--- config.mk ---
export PLATFORM = sky130hd
export DESIGN_NAME = sns_core
export DESIGN_NICKNAME = d
export VERILOG_FILES = /design/src/common/sns_pkg.sv /design/src/hw/sns_core.sv
export SDC_FILE = /design/constraint.sdc
export NUM_CORES = 1
export LEC_CHECK = 0
export BUFFER_PORTS_ARGS = -buffer_cell sky130_fd_sc_hd__buf_2
export CORE_MARGIN = 2
export CORE_UTILIZATION = 30
export DETAILED_ROUTE_END_ITERATION = 10
export SLEW_MARGIN = 10
export SYNTH_ARGS = -nofsm -noshare
export SYNTH_HDL_FRONTEND = slang
export SYNTH_SLANG_ARGS = --single-unit
--- constraint.sdc ---
create_clock -name ref_clk -period 4.9 [get_ports ref_clk]
set_input_delay 1.225 -clock ref_clk [delete_from_list [all_inputs] [get_ports ref_clk]]
set_output_delay 1.225 -clock ref_clk [all_outputs]
set_load 0.03 [all_outputs]
--- src/common/sns_pkg.sv ---
package sns_pkg;
  localparam int          DATA_W        = 8;
  localparam int          ADDR_W        = 14;
  localparam int          BANK_W        = 6;
  localparam logic [3:0]  OPC_SUB_HI    = 4'h5;
  localparam logic [3:0]  OPC_SWAP_HI   = 4'h3;
  localparam logic [1:0]  OPC_SUB_LO    = 2'h3;
  localparam logic [1:0]  OPC_SUBB_LO   = 2'h2;
  localparam logic [1:0]  OPC_SWAP_LO   = 2'h2;
  localparam int          POS_DEST      = 9;
  localparam int          POS_ACC       = 8;
  localparam logic [7:0]  IDX_LIMIT     = 8'h5F;
  localparam logic [7:0]  ACCESS_SPLIT  = 8'h60;
  localparam logic [5:0]  SFR_BANK      = 6'h04;
  localparam logic [7:0]  ACC_RST       = 8'h00;
  localparam logic [4:0]  FLAGS_RST     = 5'h00;
  localparam int          FLG_C         = 0;
  localparam int          FLG_DC        = 1;
  localparam int          FLG_Z         = 2;
  localparam int          FLG_OV        = 3;
  localparam int          FLG_N         = 4;

  typedef enum logic [3:0] {
    SNS_Q1 = 4'b0001,
    SNS_Q2 = 4'b0010,
    SNS_Q3 = 4'b0100,
    SNS_Q4 = 4'b1000
  } sns_phase_t;
endpackage : sns_pkg

--- src/hw/sns_core.sv ---
`timescale 1ns/100ps
module sns_core
  import sns_pkg::*;
#(
  parameter int DW = DATA_W,
  parameter int AW = ADDR_W
) (
  input  wire logic          ref_clk,
  input  wire logic          rst_n,
  input  wire logic          instr_valid,
  input  wire logic [15:0]   instr_word,
  input  wire logic          ext_set_en,
  input  wire logic [5:0]    bank_select_pointer,
  input  wire logic [AW-1:0] index_base,
  input  wire logic [DW-1:0] file_rd_data,
  output logic      [AW-1:0] file_addr,
  output logic               file_rd_en,
  output logic               file_wr_en,
  output logic      [DW-1:0] file_wr_data,
  output logic      [DW-1:0] acc_q,
  output logic      [4:0]    flags_q,
  output logic               instr_done,
  output logic               instr_illegal
);

  sns_phase_t      phase_q, phase_d;
  logic [15:0]     ir_q, ir_d;
  logic [DW-1:0]   opnd_q, opnd_d;
  logic [DW-1:0]   acc_d;
  logic [4:0]      flags_d;
  logic [AW-1:0]   addr_d;
  logic            rd_d;
  logic            wr_d;
  logic [DW-1:0]   wr_data_d;
  logic            done_d;
  logic            ill_d;
  logic            in_q2, in_q3, in_q4;
  logic            is_sub, is_subb, is_swap, legal;
  logic            to_file;
  logic            borrow_in;
  logic [DW:0]     diff;
  logic [4:0]      half;
  logic [DW-1:0]   swapped;
  logic [DW-1:0]   result;
  logic [7:0]      fld;

  // decode of the latched word; ir_q holds still from Q2 to Q4
  always_comb begin
    fld     = ir_q[7:0];
    to_file = ir_q[POS_DEST];
    is_sub  = (ir_q[15:12] == OPC_SUB_HI) && (ir_q[11:10] == OPC_SUB_LO);
    is_subb = (ir_q[15:12] == OPC_SUB_HI) && (ir_q[11:10] == OPC_SUBB_LO);
    is_swap = (ir_q[15:12] == OPC_SWAP_HI) && (ir_q[11:10] == OPC_SWAP_LO);
    legal   = is_sub | is_subb | is_swap;
    in_q2   = (phase_q == SNS_Q2);
    in_q3   = (phase_q == SNS_Q3);
    in_q4   = (phase_q == SNS_Q4);
  end

  // sequencer: Q1 idles until a word arrives, Q2..Q4 never stall
  always_comb begin
    phase_d = phase_q;
    ir_d    = ir_q;
    case (phase_q)
      SNS_Q1: begin
        // a word offered outside Q1 is dropped silently; there is no busy port
        if (instr_valid) begin
          ir_d    = instr_word;
          phase_d = SNS_Q2;
        end
      end
      SNS_Q2: begin
        phase_d = SNS_Q3;
      end
      SNS_Q3: begin
        phase_d = SNS_Q4;
      end
      SNS_Q4: begin
        phase_d = SNS_Q1;
      end
      default: begin
        phase_d = SNS_Q1;
      end
    endcase
  end

  always_ff @(posedge ref_clk) begin
    if (!rst_n) begin
      phase_q <= SNS_Q1;
      ir_q    <= 16'h0000;
    end else begin
      phase_q <= phase_d;
      ir_q    <= ir_d;
    end
  end

  // Q2: resolve the file address and strobe the read for legal words only
  always_comb begin
    addr_d = file_addr;
    rd_d   = 1'b0;
    if (in_q2) begin
      if (ir_q[POS_ACC]) begin
        addr_d = AW'({bank_select_pointer, fld});
      end else if (ext_set_en && (fld <= IDX_LIMIT)) begin
        // the sum wraps inside the data space; the base is not range checked
        addr_d = index_base + AW'(fld);
      end else if (fld < ACCESS_SPLIT) begin
        addr_d = AW'({6'h00, fld});
      end else begin
        addr_d = AW'({SFR_BANK, fld});
      end
      rd_d = legal;
    end
  end

  always_ff @(posedge ref_clk) begin
    if (!rst_n) begin
      file_addr  <= '0;
      file_rd_en <= 1'b0;
    end else begin
      file_addr  <= addr_d;
      file_rd_en <= rd_d;
    end
  end

  // Q3: the file value is taken at the edge that closes the read strobe
  always_comb begin
    opnd_d = opnd_q;
    if (in_q3) begin
      opnd_d = file_rd_data;
    end
  end

  always_ff @(posedge ref_clk) begin
    if (!rst_n) begin
      opnd_q <= '0;
    end else begin
      opnd_q <= opnd_d;
    end
  end

  // borrow in is the inverted carry; plain subtract has none
  always_comb begin
    borrow_in = is_subb & ~flags_q[FLG_C];
    diff      = {1'b0, opnd_q} - {1'b0, acc_q} - {{DW{1'b0}}, borrow_in};
    half      = {1'b0, opnd_q[3:0]} - {1'b0, acc_q[3:0]} - {4'h0, borrow_in};
    swapped   = {opnd_q[3:0], opnd_q[7:4]};
    result    = is_swap ? swapped : diff[DW-1:0];
  end

  // Q4: result to the accumulator when the destination bit is clear
  always_comb begin
    acc_d   = acc_q;
    flags_d = flags_q;
    if (in_q4 && legal) begin
      if (!to_file) begin
        acc_d = result;
      end
      // nibble exchange keeps every flag; illegal words never get here
      if (!is_swap) begin
        flags_d[FLG_C]  = ~diff[DW];
        flags_d[FLG_DC] = ~half[4];
        flags_d[FLG_Z]  = (diff[DW-1:0] == '0);
        flags_d[FLG_N]  = diff[DW-1];
        flags_d[FLG_OV] = (opnd_q[DW-1] != acc_q[DW-1]) && (diff[DW-1] != opnd_q[DW-1]);
      end
    end
  end

  always_ff @(posedge ref_clk) begin
    if (!rst_n) begin
      acc_q   <= ACC_RST;
      flags_q <= FLAGS_RST;
    end else begin
      acc_q   <= acc_d;
      flags_q <= flags_d;
    end
  end

  // Q4: write back to the file register; data holds until the next write
  always_comb begin
    wr_d      = 1'b0;
    wr_data_d = file_wr_data;
    if (in_q4 && legal && to_file) begin
      wr_data_d = result;
      wr_d      = 1'b1;
    end
  end

  always_ff @(posedge ref_clk) begin
    if (!rst_n) begin
      file_wr_en   <= 1'b0;
      file_wr_data <= '0;
    end else begin
      file_wr_en   <= wr_d;
      file_wr_data <= wr_data_d;
    end
  end

  // end-of-cycle pulses; an illegal word leaves acc_q, flags_q and the file as they were, though file_addr still moves in Q2
  always_comb begin
    done_d = in_q4 & legal;
    ill_d  = in_q4 & ~legal;
  end

  always_ff @(posedge ref_clk) begin
    if (!rst_n) begin
      instr_done    <= 1'b0;
      instr_illegal <= 1'b0;
    end else begin
      instr_done    <= done_d;
      instr_illegal <= ill_d;
    end
  end

endmodule : sns_core

==> out/results.txt, run 1 <==
Outcome -> completed
Arrival time worst endpoint -> 3.40 ns
Least-Margin Pin Slew -> 1.003 ns
R2R Path Start -> ir_q[15]$_SDFFE_PN0P_
RSZ-0062 raised after global routing -> false
CP Launch Type -> register
Power Density -> 295.3 nW/µm²
Max Buffers Root-to-Sink -> 2
Final slew viol count -> 0
CTS clk-pin slew, worst paths -> 0.05 ns
Hpwl dp -> 7577 µm
Post-synth ARST share -> 0%
Die height -> 115.1 µm
Post-synthesis area per instance -> 8.163 µm²
Synth-to-layout area growth -> 20.80%
FP Rows -> 40
CORE AREA -> 12010 µm²
Main synth FF type -> dfxtp_1
Reg-to-reg setup timing slack -> 1.69 ns
Congestion Overflow GR -> 0
Cts bufs inserted -> 9
Most common cell after layout, fill and taps aside -> buf_2
Root Driver -> clkbuf_16
Max-Cap Viols -> 0
Final hold vios -> 0
GRT Total Usage -> 15.64%
Clock period minus worst slack -> 3.209 ns
Worst-skew pair later-pin latency -> 0.33 ns
Nets -> 601
CP Class -> register to register
Vias in the first global route -> 3225
Worst setup startpoint -> ir_q[15]$_SDFFE_PN0P_
Fmax -> 311.6 MHz
Clk_skew -> 0.005128 ns
Final period util -> 65.49%
CTS H-tree depth -> 3
Final setup vio count -> 0
Worst EP required -> 5.09 ns
DR WL/cell -> 14.57 µm
Initial DRC count -> 171
Worst Setup EP -> file_wr_data[6]$_SDFFE_PN0P_
Crit Path Max Fanout -> 4
Post-layout util -> 37.27%
Reg2reg end -> file_wr_data[6]$_SDFFE_PN0P_
Reg2Reg Depth -> 10
Drt drc -> 0
Largest net degree at the start of global routing -> 36
GP Congestion -> 0.8925
Initial antenna violation count -> 1
Synth warnings -> 0
First-pass GRT wire length -> 16130 µm
Die area -> 13260 µm²
Total negative slack -> 0 ns
Crit. End Element -> register
Routed vias/inst -> 4.982
Clock sinks -> 67
IO buf count -> 86
Most frequent cells in the layout -> 86 x buf_2, 84 x nand2_1, 67 x dfxtp_1, 26 x inv_1, 26 x a21boi_0
Drt total wl -> 9909 µm
DR pass1 iterations -> 4
Dpl cells -> 664
Die width -> 115.1 µm
DR vias -> 3388
Yosys reg bits -> 67
Top-level port count -> 87
Gate count after technology mapping -> 454
Post-CTS Resized -> 0
Antenna violation net count after detailed routing -> 0
Post-DP Area -> 4198 µm²
Ratio of cells with drive above 1 in the final layout -> 20.30%
Netlist cell types -> 53
Post-synth EDFFs -> 0
Post-CTS setup buffer count -> 0
Finished Cell Area -> 4477 µm²
Maximum vdd drop -> 0.1100 mV
Slew Limit Headroom -> 32.63%
Final Instance Count excl. Fillers -> 680
Initial Util -> 30.85%
Worst Hold Class -> register to register
Post-synthesis sequential area ratio -> 36.19%
CTS tree -> done
Pleak -> 2.009 nW
Post-CTS Hold Fix Bufs -> 0
Syn nets -> 527
Synthesized area -> 3706 µm²
-- how the worst min path moves through the flow --
stage          cells past startpoint                    end                  start
2_1_floorplan                      2  ir_q[15]$_SDFFE_PN0P_  ir_q[15]$_SDFFE_PN0P_
3_3_place_gp                       2  ir_q[15]$_SDFFE_PN0P_  ir_q[15]$_SDFFE_PN0P_
3_5_place_dp                       2  ir_q[15]$_SDFFE_PN0P_  ir_q[15]$_SDFFE_PN0P_
4_1_cts                            2  ir_q[15]$_SDFFE_PN0P_  ir_q[15]$_SDFFE_PN0P_
5_1_grt                            2  ir_q[15]$_SDFFE_PN0P_  ir_q[15]$_SDFFE_PN0P_
6_report                           2  ir_q[15]$_SDFFE_PN0P_  ir_q[15]$_SDFFE_PN0P_
-- layout make-up --
cell class	instances	area (µm²)
repair buffers	87	437.9
clock inverters	3	40.04
well taps	147	183.9
multi-input cells	336	2133
flip-flops and latches	67	1341
fillers	1287	7535
clock buffers	12	236.5
inverters	27	101.3
diodes	1	2.502
-- Yosys cell counts (10+ instances only) --
cell	count	area [µm²]
a21boi_0	26	195.2
dfxtp_1	67	1341
nand2_1	84	315.3
nor2b_1	10	62.56
nand3_1	11	55.05
clkbuf_1	15	56.30
a21oi_1	23	115.1
inv_1	26	97.59
o21ai_0	25	125.1
ha_1	22	275.3
nor2_1	23	86.33
-- registers in the layout (all words and copies together) (netlist names) --
register / flops
file_rd_en: 1
file_wr_data: 8
phase_q: 4
flags_q: 5
opnd_q: 8
instr_done: 1
file_wr_en: 1
ir_q: 16
acc_q: 8
file_addr: 14
instr_illegal: 1
-- metrics by stage --
| step | total power, mW | worst slack (ns) | hold WS (ns) |
|---|---|---|---|
| floorplan | 0.6724 | 1.911 | 0.4382 |
| global placement | 0.7165 | 1.732 | 0.4516 |
| detailed placement | 0.7205 | 1.671 | 0.4564 |
| CTS | 1.336 | 1.679 | 0.4638 |
| global route | 1.382 | 1.469 | 0.4806 |
| finish | 1.322 | 1.691 | 0.4596 |
-- kinds of logic (layout without fill, tap and decap cells) --
family	after synthesis	after routing	synth area share, %
and+or+nand+nor	169	169	21.44
AOI/OAI and AO/OA	125	125	22.89
DFF	67	67	36.19
buffers and inverters	51	129	6.245
adders and majority gates	25	25	9.048
xor gates and xnor gates	12	12	2.836
muxes	5	5	1.350
other	0	1	0
-- layer usage --
metal	up-vias	wire [µm]	GRT usage, %
met5	-	0	0
met2	68	4393	23.53
met1	1581	4810	21.57
li1	1726	-	-
met3	13	500	3.216
met4	0	205	7.068
-- critical path: stages, from the launching register on --
cell	delay, ns
dfxtp_1	0.30
nand3b_1	0.20
or4_1	0.52
fa_1	0.43
fa_1	0.41
nand2b_1	0.19
a2111oi_2	0.40
nor2_1	0.11
xor2_1	0.16
a21oi_1	0.26
a21oi_1	0.10
-- where the power goes --
part	switching, mW	leakage (nW)	internal [mW]
Combinational	0.0824	1.33	0.0543
Clock	0.223	0.136	0.389
Sequential	0.0130	0.543	0.560
Total	0.319	2.01	1.00
(Power assumes the default switching activity.)
==> run 2, diff against run 1 <==
==> constraint.sdc (replaced) <==
create_clock -name ref_clk -period 3.18 [get_ports ref_clk]
set_input_delay 0.795 -clock ref_clk [delete_from_list [all_inputs] [get_ports ref_clk]]
set_output_delay 0.795 -clock ref_clk [all_outputs]
set_load 0.03 [all_outputs]
==> run 2 against run 1 <==
  * Worst hold slack better by 0.0043 ns
  * Largest power group unchanged
  * Clock skew down 0.0011 ns
  * Count of clock-buffer cells in the layout down 1
  * Global-route usage up 0.43 points
  * Maximum frequency up 6.0%
==> out/results.txt, run 2 (synthesis results as in run 1) <==
Ratio of cells with drive above 1 in the final layout -> 21.97% (+1.7 points)
# diodes -> 0 (-1)
Most common cell after layout, fill and taps aside -> buf_2
Fmax -> 330.4 MHz (+6.0%)
DR pass1 iterations -> 4 (unchanged)
R2R Path Start -> ir_q[15]$_SDFFE_PN0P_
Crit. End Element -> register
Post-CTS Hold Fix Bufs -> 0 (unchanged)
Top-level port count -> 87 (unchanged)
Drt drc -> 0 (unchanged)
DR WL/cell -> 14.73 µm (+1.1%)
Congestion Overflow GR -> 0 (unchanged)
Routed vias/inst -> 5.003 (+0.41%)
DP Worst Slack -> 0.01999 ns (-1.651 ns)
CTS H-tree depth -> 3 (unchanged)
First-pass GRT wire length -> 16800 µm (+4.2%)
Worst Hold Launch -> opnd_q[3]$_SDFFE_PN0N_
Worst Setup EP -> flags_q[2]$_SDFFE_PN0P_
Vias in the first global route -> 3449 (+6.9%)
Least-Margin Pin Slew -> 0.7124 ns (-0.2904 ns)
Final slew viol count -> 0 (unchanged)
Synth-to-layout area growth -> 23.23%
Final hold vios -> 0 (unchanged)
Final period util -> 95.18% (+30 points)
Worst Hold Class -> register to register
Total negative slack -> 0 ns (unchanged)
Slew Limit Headroom -> 52.51% (+20 points)
DR vias -> 3422 (+1.0%)
Die height -> 115.1 µm (unchanged)
Arrival time worst endpoint -> 3.26 ns (-0.14 ns)
RSZ-0062 raised after global routing -> false
Power Density -> 470.1 nW/µm² (+59%)
Clock sinks -> 67 (unchanged)
Reg-to-reg setup timing slack -> 0.15 ns (-1.54 ns)
Maximum vdd drop -> 0.2070 mV (+88%)
Largest regs -> ir_q (16), file_addr (14)
Clk_skew -> 0.004019 ns (-0.001109 ns)
Root Driver -> clkbuf_16
Reg2Reg Depth -> 10 (unchanged)
Initial Util -> 30.85% (unchanged)
Worst setup startpoint -> ir_q[15]$_SDFFE_PN0P_
Hpwl dp -> 7616 µm (+0.53%)
Setup WS post-layout -> 0.1534 ns (-1.538 ns)
Pleak -> 2.051 nW (+2.1%)
CP Class -> register to register
# fillers -> 1276 (-0.85%)
CTS clk-pin slew, worst paths -> 0.06 ns (about the same)
Initial DRC count -> 137 (-20%)
Initial antenna violation count -> 0 (-1)
Die area -> 13260 µm² (unchanged)
Worst EP required -> 3.42 ns (-1.67 ns)
GRT Total Usage -> 16.06% (+0.43 points)
FP Rows -> 40 (unchanged)
Antenna violation net count after detailed routing -> 0 (unchanged)
Max-Cap Viols -> 0 (unchanged)
Max Buffers Root-to-Sink -> 2 (unchanged)
CP Launch Type -> register
CTS tree -> done
Die width -> 115.1 µm (unchanged)
Cts bufs inserted -> 9 (unchanged)
Nets -> 605 (+0.67%)
Biggest register -> ir_q
Clock period minus worst slack -> 3.027 ns (-0.1823 ns)
IO buf count -> 86 (unchanged)
Crit Path Max Fanout -> 2 (-2)
Worst-skew pair later-pin latency -> 0.33 ns (about the same)
GP Congestion -> 0.8974 (+0.55%)
Max reg flops -> 16 (unchanged)
Drt total wl -> 10080 µm (+1.7%)
Largest net degree at the start of global routing -> 28 (-22%)
Outcome -> completed
Reg2reg end -> flags_q[2]$_SDFFE_PN0P_
Most frequent cells in the layout -> 86 x buf_2, 84 x nand2_1, 67 x dfxtp_1, 26 x inv_1, 26 x a21boi_0
CORE AREA -> 12010 µm² (unchanged)
Final setup vio count -> 0 (unchanged)
[run 2: critical path, stage by stage, from the launching register on]
cell,delay [ns]
dfxtp_1,0.31
nand3b_1,0.18
or4_1,0.52
fa_2,0.39
fa_2,0.36
nand2b_4,0.16
a2111oi_4,0.35
nor2_1,0.10
xor2_1,0.17
nand2b_1,0.16
o31ai_1,0.23
[run 2: worst min path at each step]
| stage | end | slack, ns | cells past startpoint |
|---|---|---|---|
| after CTS | opnd_q[3]$_SDFFE_PN0N_ | 0.47 | 2 |
| after global placement | ir_q[15]$_SDFFE_PN0P_ | 0.45 | 2 |
| after floorplan | ir_q[15]$_SDFFE_PN0P_ | 0.44 | 2 |
| final | opnd_q[3]$_SDFFE_PN0N_ | 0.46 | 2 |
| after global routing | ir_q[15]$_SDFFE_PN0P_ | 0.49 | 2 |
| after detailed placement | flags_q[0]$_SDFFE_PN0P_ | 0.46 | 2 |
[run 2: metal layers]
metal  vias to the layer above  wire length [µm]  share of wire, %  track usage [%]
met3                        19               415               4.1            3.426
met2                        80              4164                41            22.67
met1                      1588              5258                52            22.95
met5                         -                 0                 0                0
met4                         0               241               2.4            8.193
li1                       1735                 -                 -                -
[run 2: layout make-up]
class | instances | area (µm²) | share of cell area (%)
flip-flops and latches | 67 | 1341 | 29.37
clock buffers | 11 | 232.7 | 5.096
multi-input cells | 336 | 2162 | 47.34
repair buffers | 91 | 467.9 | 10.25
clock inverters | 5 | 77.57 | 1.699
inverters | 27 | 101.3 | 2.219
well taps | 147 | 183.9 | 4.027
[run 2: repair_timing]
action | in CTS | in global routing
setup buffers | 0 | 0
gates resized for setup | 0 | 5
endpoints found under the setup margin | 0 | 4
[run 2: metrics by stage]
stage          instances  hold WS [ns]  util (%)  total power [mW]  instance area, µm²
2_1_floorplan        454        0.4382         -             1.036                3706
3_3_place_gp         668        0.4531     35.20             1.105                4228
3_5_place_dp         668        0.4628     35.20             1.113                4228
4_1_cts              684        0.4705     37.78             2.167                4538
5_1_grt              684        0.4901     38.02             2.239                4567
6_report             684        0.4639     38.02             2.147                4567
[run 2: power breakdown]
part           internal (mW)  leakage (nW)  switching, mW
clock                  0.684         0.150          0.366
combinational         0.0864          1.36          0.129
sequential             0.862         0.543         0.0200
==> run 3, diff against run 2 <==
--- a/config.mk
+++ b/config.mk
@@ -6,9 +6,12 @@
 export NUM_CORES = 1
 export LEC_CHECK = 0
 export BUFFER_PORTS_ARGS = -buffer_cell sky130_fd_sc_hd__buf_2
+export CELL_PAD_IN_SITES_DETAIL_PLACEMENT = 1
+export CELL_PAD_IN_SITES_GLOBAL_PLACEMENT = 2
 export CORE_MARGIN = 2
 export CORE_UTILIZATION = 30
 export DETAILED_ROUTE_END_ITERATION = 10
+export PLACE_DENSITY_LB_ADDON = 0.1
 export SLEW_MARGIN = 10
 export SYNTH_ARGS = -nofsm -noshare
 export SYNTH_HDL_FRONTEND = slang
==> run 3 against run 2 <==
  * Design area fell by 0.58%
  * Clock skew rose by 0.0026 ns
  * Die area did not move
  * Total power fell by 5.7%
  * Count of clock-buffer cells in the layout fell by 1
  * Clock power fell by 12%
  * Via count did not move
  * Register-to-register slack improved by 0.03 ns
  * Utilization fell by 0.22 points
  * Worst hold slack barely moved
==> out/results.txt, run 3 (synthesis results as in run 1) <==
Drt total wl -> 11270 µm (+12%)
FP Rows -> 40 (unchanged)
Die height -> 115.1 µm (unchanged)
# fillers -> 1475 (+16%)
Nets -> 605 (unchanged)
Arrival time worst endpoint -> 3.24 ns (-0.02 ns)
Congestion Overflow GR -> 0 (unchanged)
Antenna violation net count after detailed routing -> 0 (unchanged)
Vias in the first global route -> 3480 (+0.90%)
Final slew viol count -> 0 (unchanged)
Final period util -> 94.14% (-1.0 points)
Worst EP required -> 3.42 ns (about the same)
Clock period minus worst slack -> 2.994 ns (-0.03288 ns)
CORE AREA -> 12010 µm² (unchanged)
Final hold slack -> 0.4637 ns (-0.0002280 ns)
DR WL/cell -> 16.48 µm (+12%)
Hpwl dp -> 8609 µm (+13%)
First-pass GRT wire length -> 18480 µm (+10%)
Setup WS post-layout -> 0.1863 ns (+0.03288 ns)
Largest regs -> ir_q (16), file_addr (14)
Power Density -> 446.1 nW/µm² (-5.1%)
Post-CTS Hold Fix Bufs -> 0 (unchanged)
CP Class -> register to register
Clk_skew -> 0.006582 ns (+0.002563 ns)
Post-CTS setup buffer count -> 0 (unchanged)
Final setup vio count -> 0 (unchanged)
Most frequent cells in the layout -> 86 x buf_2, 84 x nand2_1, 67 x dfxtp_1, 26 x inv_1, 26 x a21boi_0
Max-Cap Viols -> 0 (unchanged)
Worst Hold Class -> register to register
Outcome -> completed
Fmax -> 334.0 MHz (+1.1%)
# diodes -> 0 (unchanged)
Top-level port count -> 87 (unchanged)
Root Driver -> clkbuf_16
Reg-to-reg setup timing slack -> 0.19 ns (+0.03 ns)
Slew Limit Headroom -> 31.84% (-21 points)
RSZ-0062 raised after global routing -> false
Ratio of cells with drive above 1 in the final layout -> 22.53% (+0.56 points)
Most common cell after layout, fill and taps aside -> buf_2
Biggest register -> ir_q
Clock sinks -> 67 (unchanged)
CTS tree -> done
Maximum vdd drop -> 0.2089 mV (+0.92%)
GP Congestion -> 0.8469 (-5.6%)
Largest net degree at the start of global routing -> 33 (+18%)
DR vias -> 3422 (unchanged)
CTS H-tree depth -> 3 (unchanged)
Initial DRC count -> 82 (-40%)
Cts bufs inserted -> 9 (unchanged)
Initial antenna violation count -> 0 (unchanged)
Final hold vios -> 0 (unchanged)
GRT Total Usage -> 18.24% (+2.2 points)
CTS clk-pin slew, worst paths -> 0.06 ns (about the same)
Max Buffers Root-to-Sink -> 2 (unchanged)
Pleak -> 2.034 nW (-0.85%)
Initial Util -> 30.85% (unchanged)
CP Launch Type -> register
Crit Path Max Fanout -> 2 (unchanged)
DR pass1 iterations -> 5 (+1)
Total negative slack -> 0 ns (unchanged)
Worst-skew pair later-pin latency -> 0.33 ns (about the same)
Crit. End Element -> register
DP Worst Slack -> 0.001466 ns (-0.01852 ns)
Die area -> 13260 µm² (unchanged)
Die width -> 115.1 µm (unchanged)
Synth-to-layout area growth -> 22.52%
Drt drc -> 0 (unchanged)
Routed vias/inst -> 5.003 (unchanged)
IO buf count -> 86 (unchanged)
Least-Margin Pin Slew -> 1.015 ns (+0.3022 ns)
Max reg flops -> 16 (unchanged)
-- run 3: cell types whose count changed in the layout (fill, tap and decap cells not counted) --
cell,previous run,this run
clkbuf_1,2,0
clkinv_4,0,1
or4_1,5,4
or4_4,0,1
bufinv_16,2,0
clkinvlp_4,1,3
clkbuf_8,0,1
-- run 3: per-layer routing --
layer  track usage, %  vias up  share of wire [%]
li1                 -     1735                  -
met1            25.15     1615                 50
met2            28.71       63                 45
met3            3.057        9                3.9
met4            6.747        0                1.1
met5                0        -                  0
-- run 3: critical path, stage by stage, from the launching register on --
cell	delay (ns)
dfxtp_1	0.30
nand3b_1	0.19
or4_4	0.51
fa_2	0.38
fa_2	0.36
nand2b_4	0.16
a2111oi_4	0.36
nor2_1	0.10
xor2_1	0.17
nand2b_1	0.15
o31ai_1	0.21
-- run 3: final timing paths --
path	startpoint	to	cells after the start
min	file_addr[1]$_SDFFE_PN0P_	file_addr[1]$_SDFFE_PN0P_	2
min reg2reg	file_addr[1]$_SDFFE_PN0P_	file_addr[1]$_SDFFE_PN0P_	2
max	ir_q[15]$_SDFFE_PN0P_	flags_q[2]$_SDFFE_PN0P_	10
max reg2reg	ir_q[15]$_SDFFE_PN0P_	flags_q[2]$_SDFFE_PN0P_	10
-- run 3: final cells by class --
cell class	instances	area, µm²	area share [%]
well taps	147	183.9	4.051
multi-input cells	336	2166	47.70
clock inverters	6	41.29	0.9093
repair buffers	91	467.9	10.31
inverters	27	101.3	2.232
clock buffers	10	239.0	5.263
flip-flops and latches	67	1341	29.54
-- run 3: where the power goes --
part | switching, mW | leakage [nW] | internal (mW) | total, mW
Clock | 0.377 | 0.130 | 0.546 | 0.924
Sequential | 0.0209 | 0.543 | 0.862 | 0.883
Combinational | 0.132 | 1.36 | 0.0866 | 0.219
-- run 3: repair_timing --
item,4_1_cts,5_1_grt
gates resized for setup,2,4
setup endpoints to repair,2,4
gates cloned,0,0
endpoints found under the hold margin,0,0
-- run 3: stage by stage --
step	std cells	util, %	area, µm²	total power [mW]
floorplan	454	-	3706	1.036
global placement	668	35.20	4228	1.115
detailed placement	668	35.20	4228	1.122
CTS	684	37.58	4514	2.066
global route	684	37.80	4541	2.133
finish	684	37.80	4541	2.026
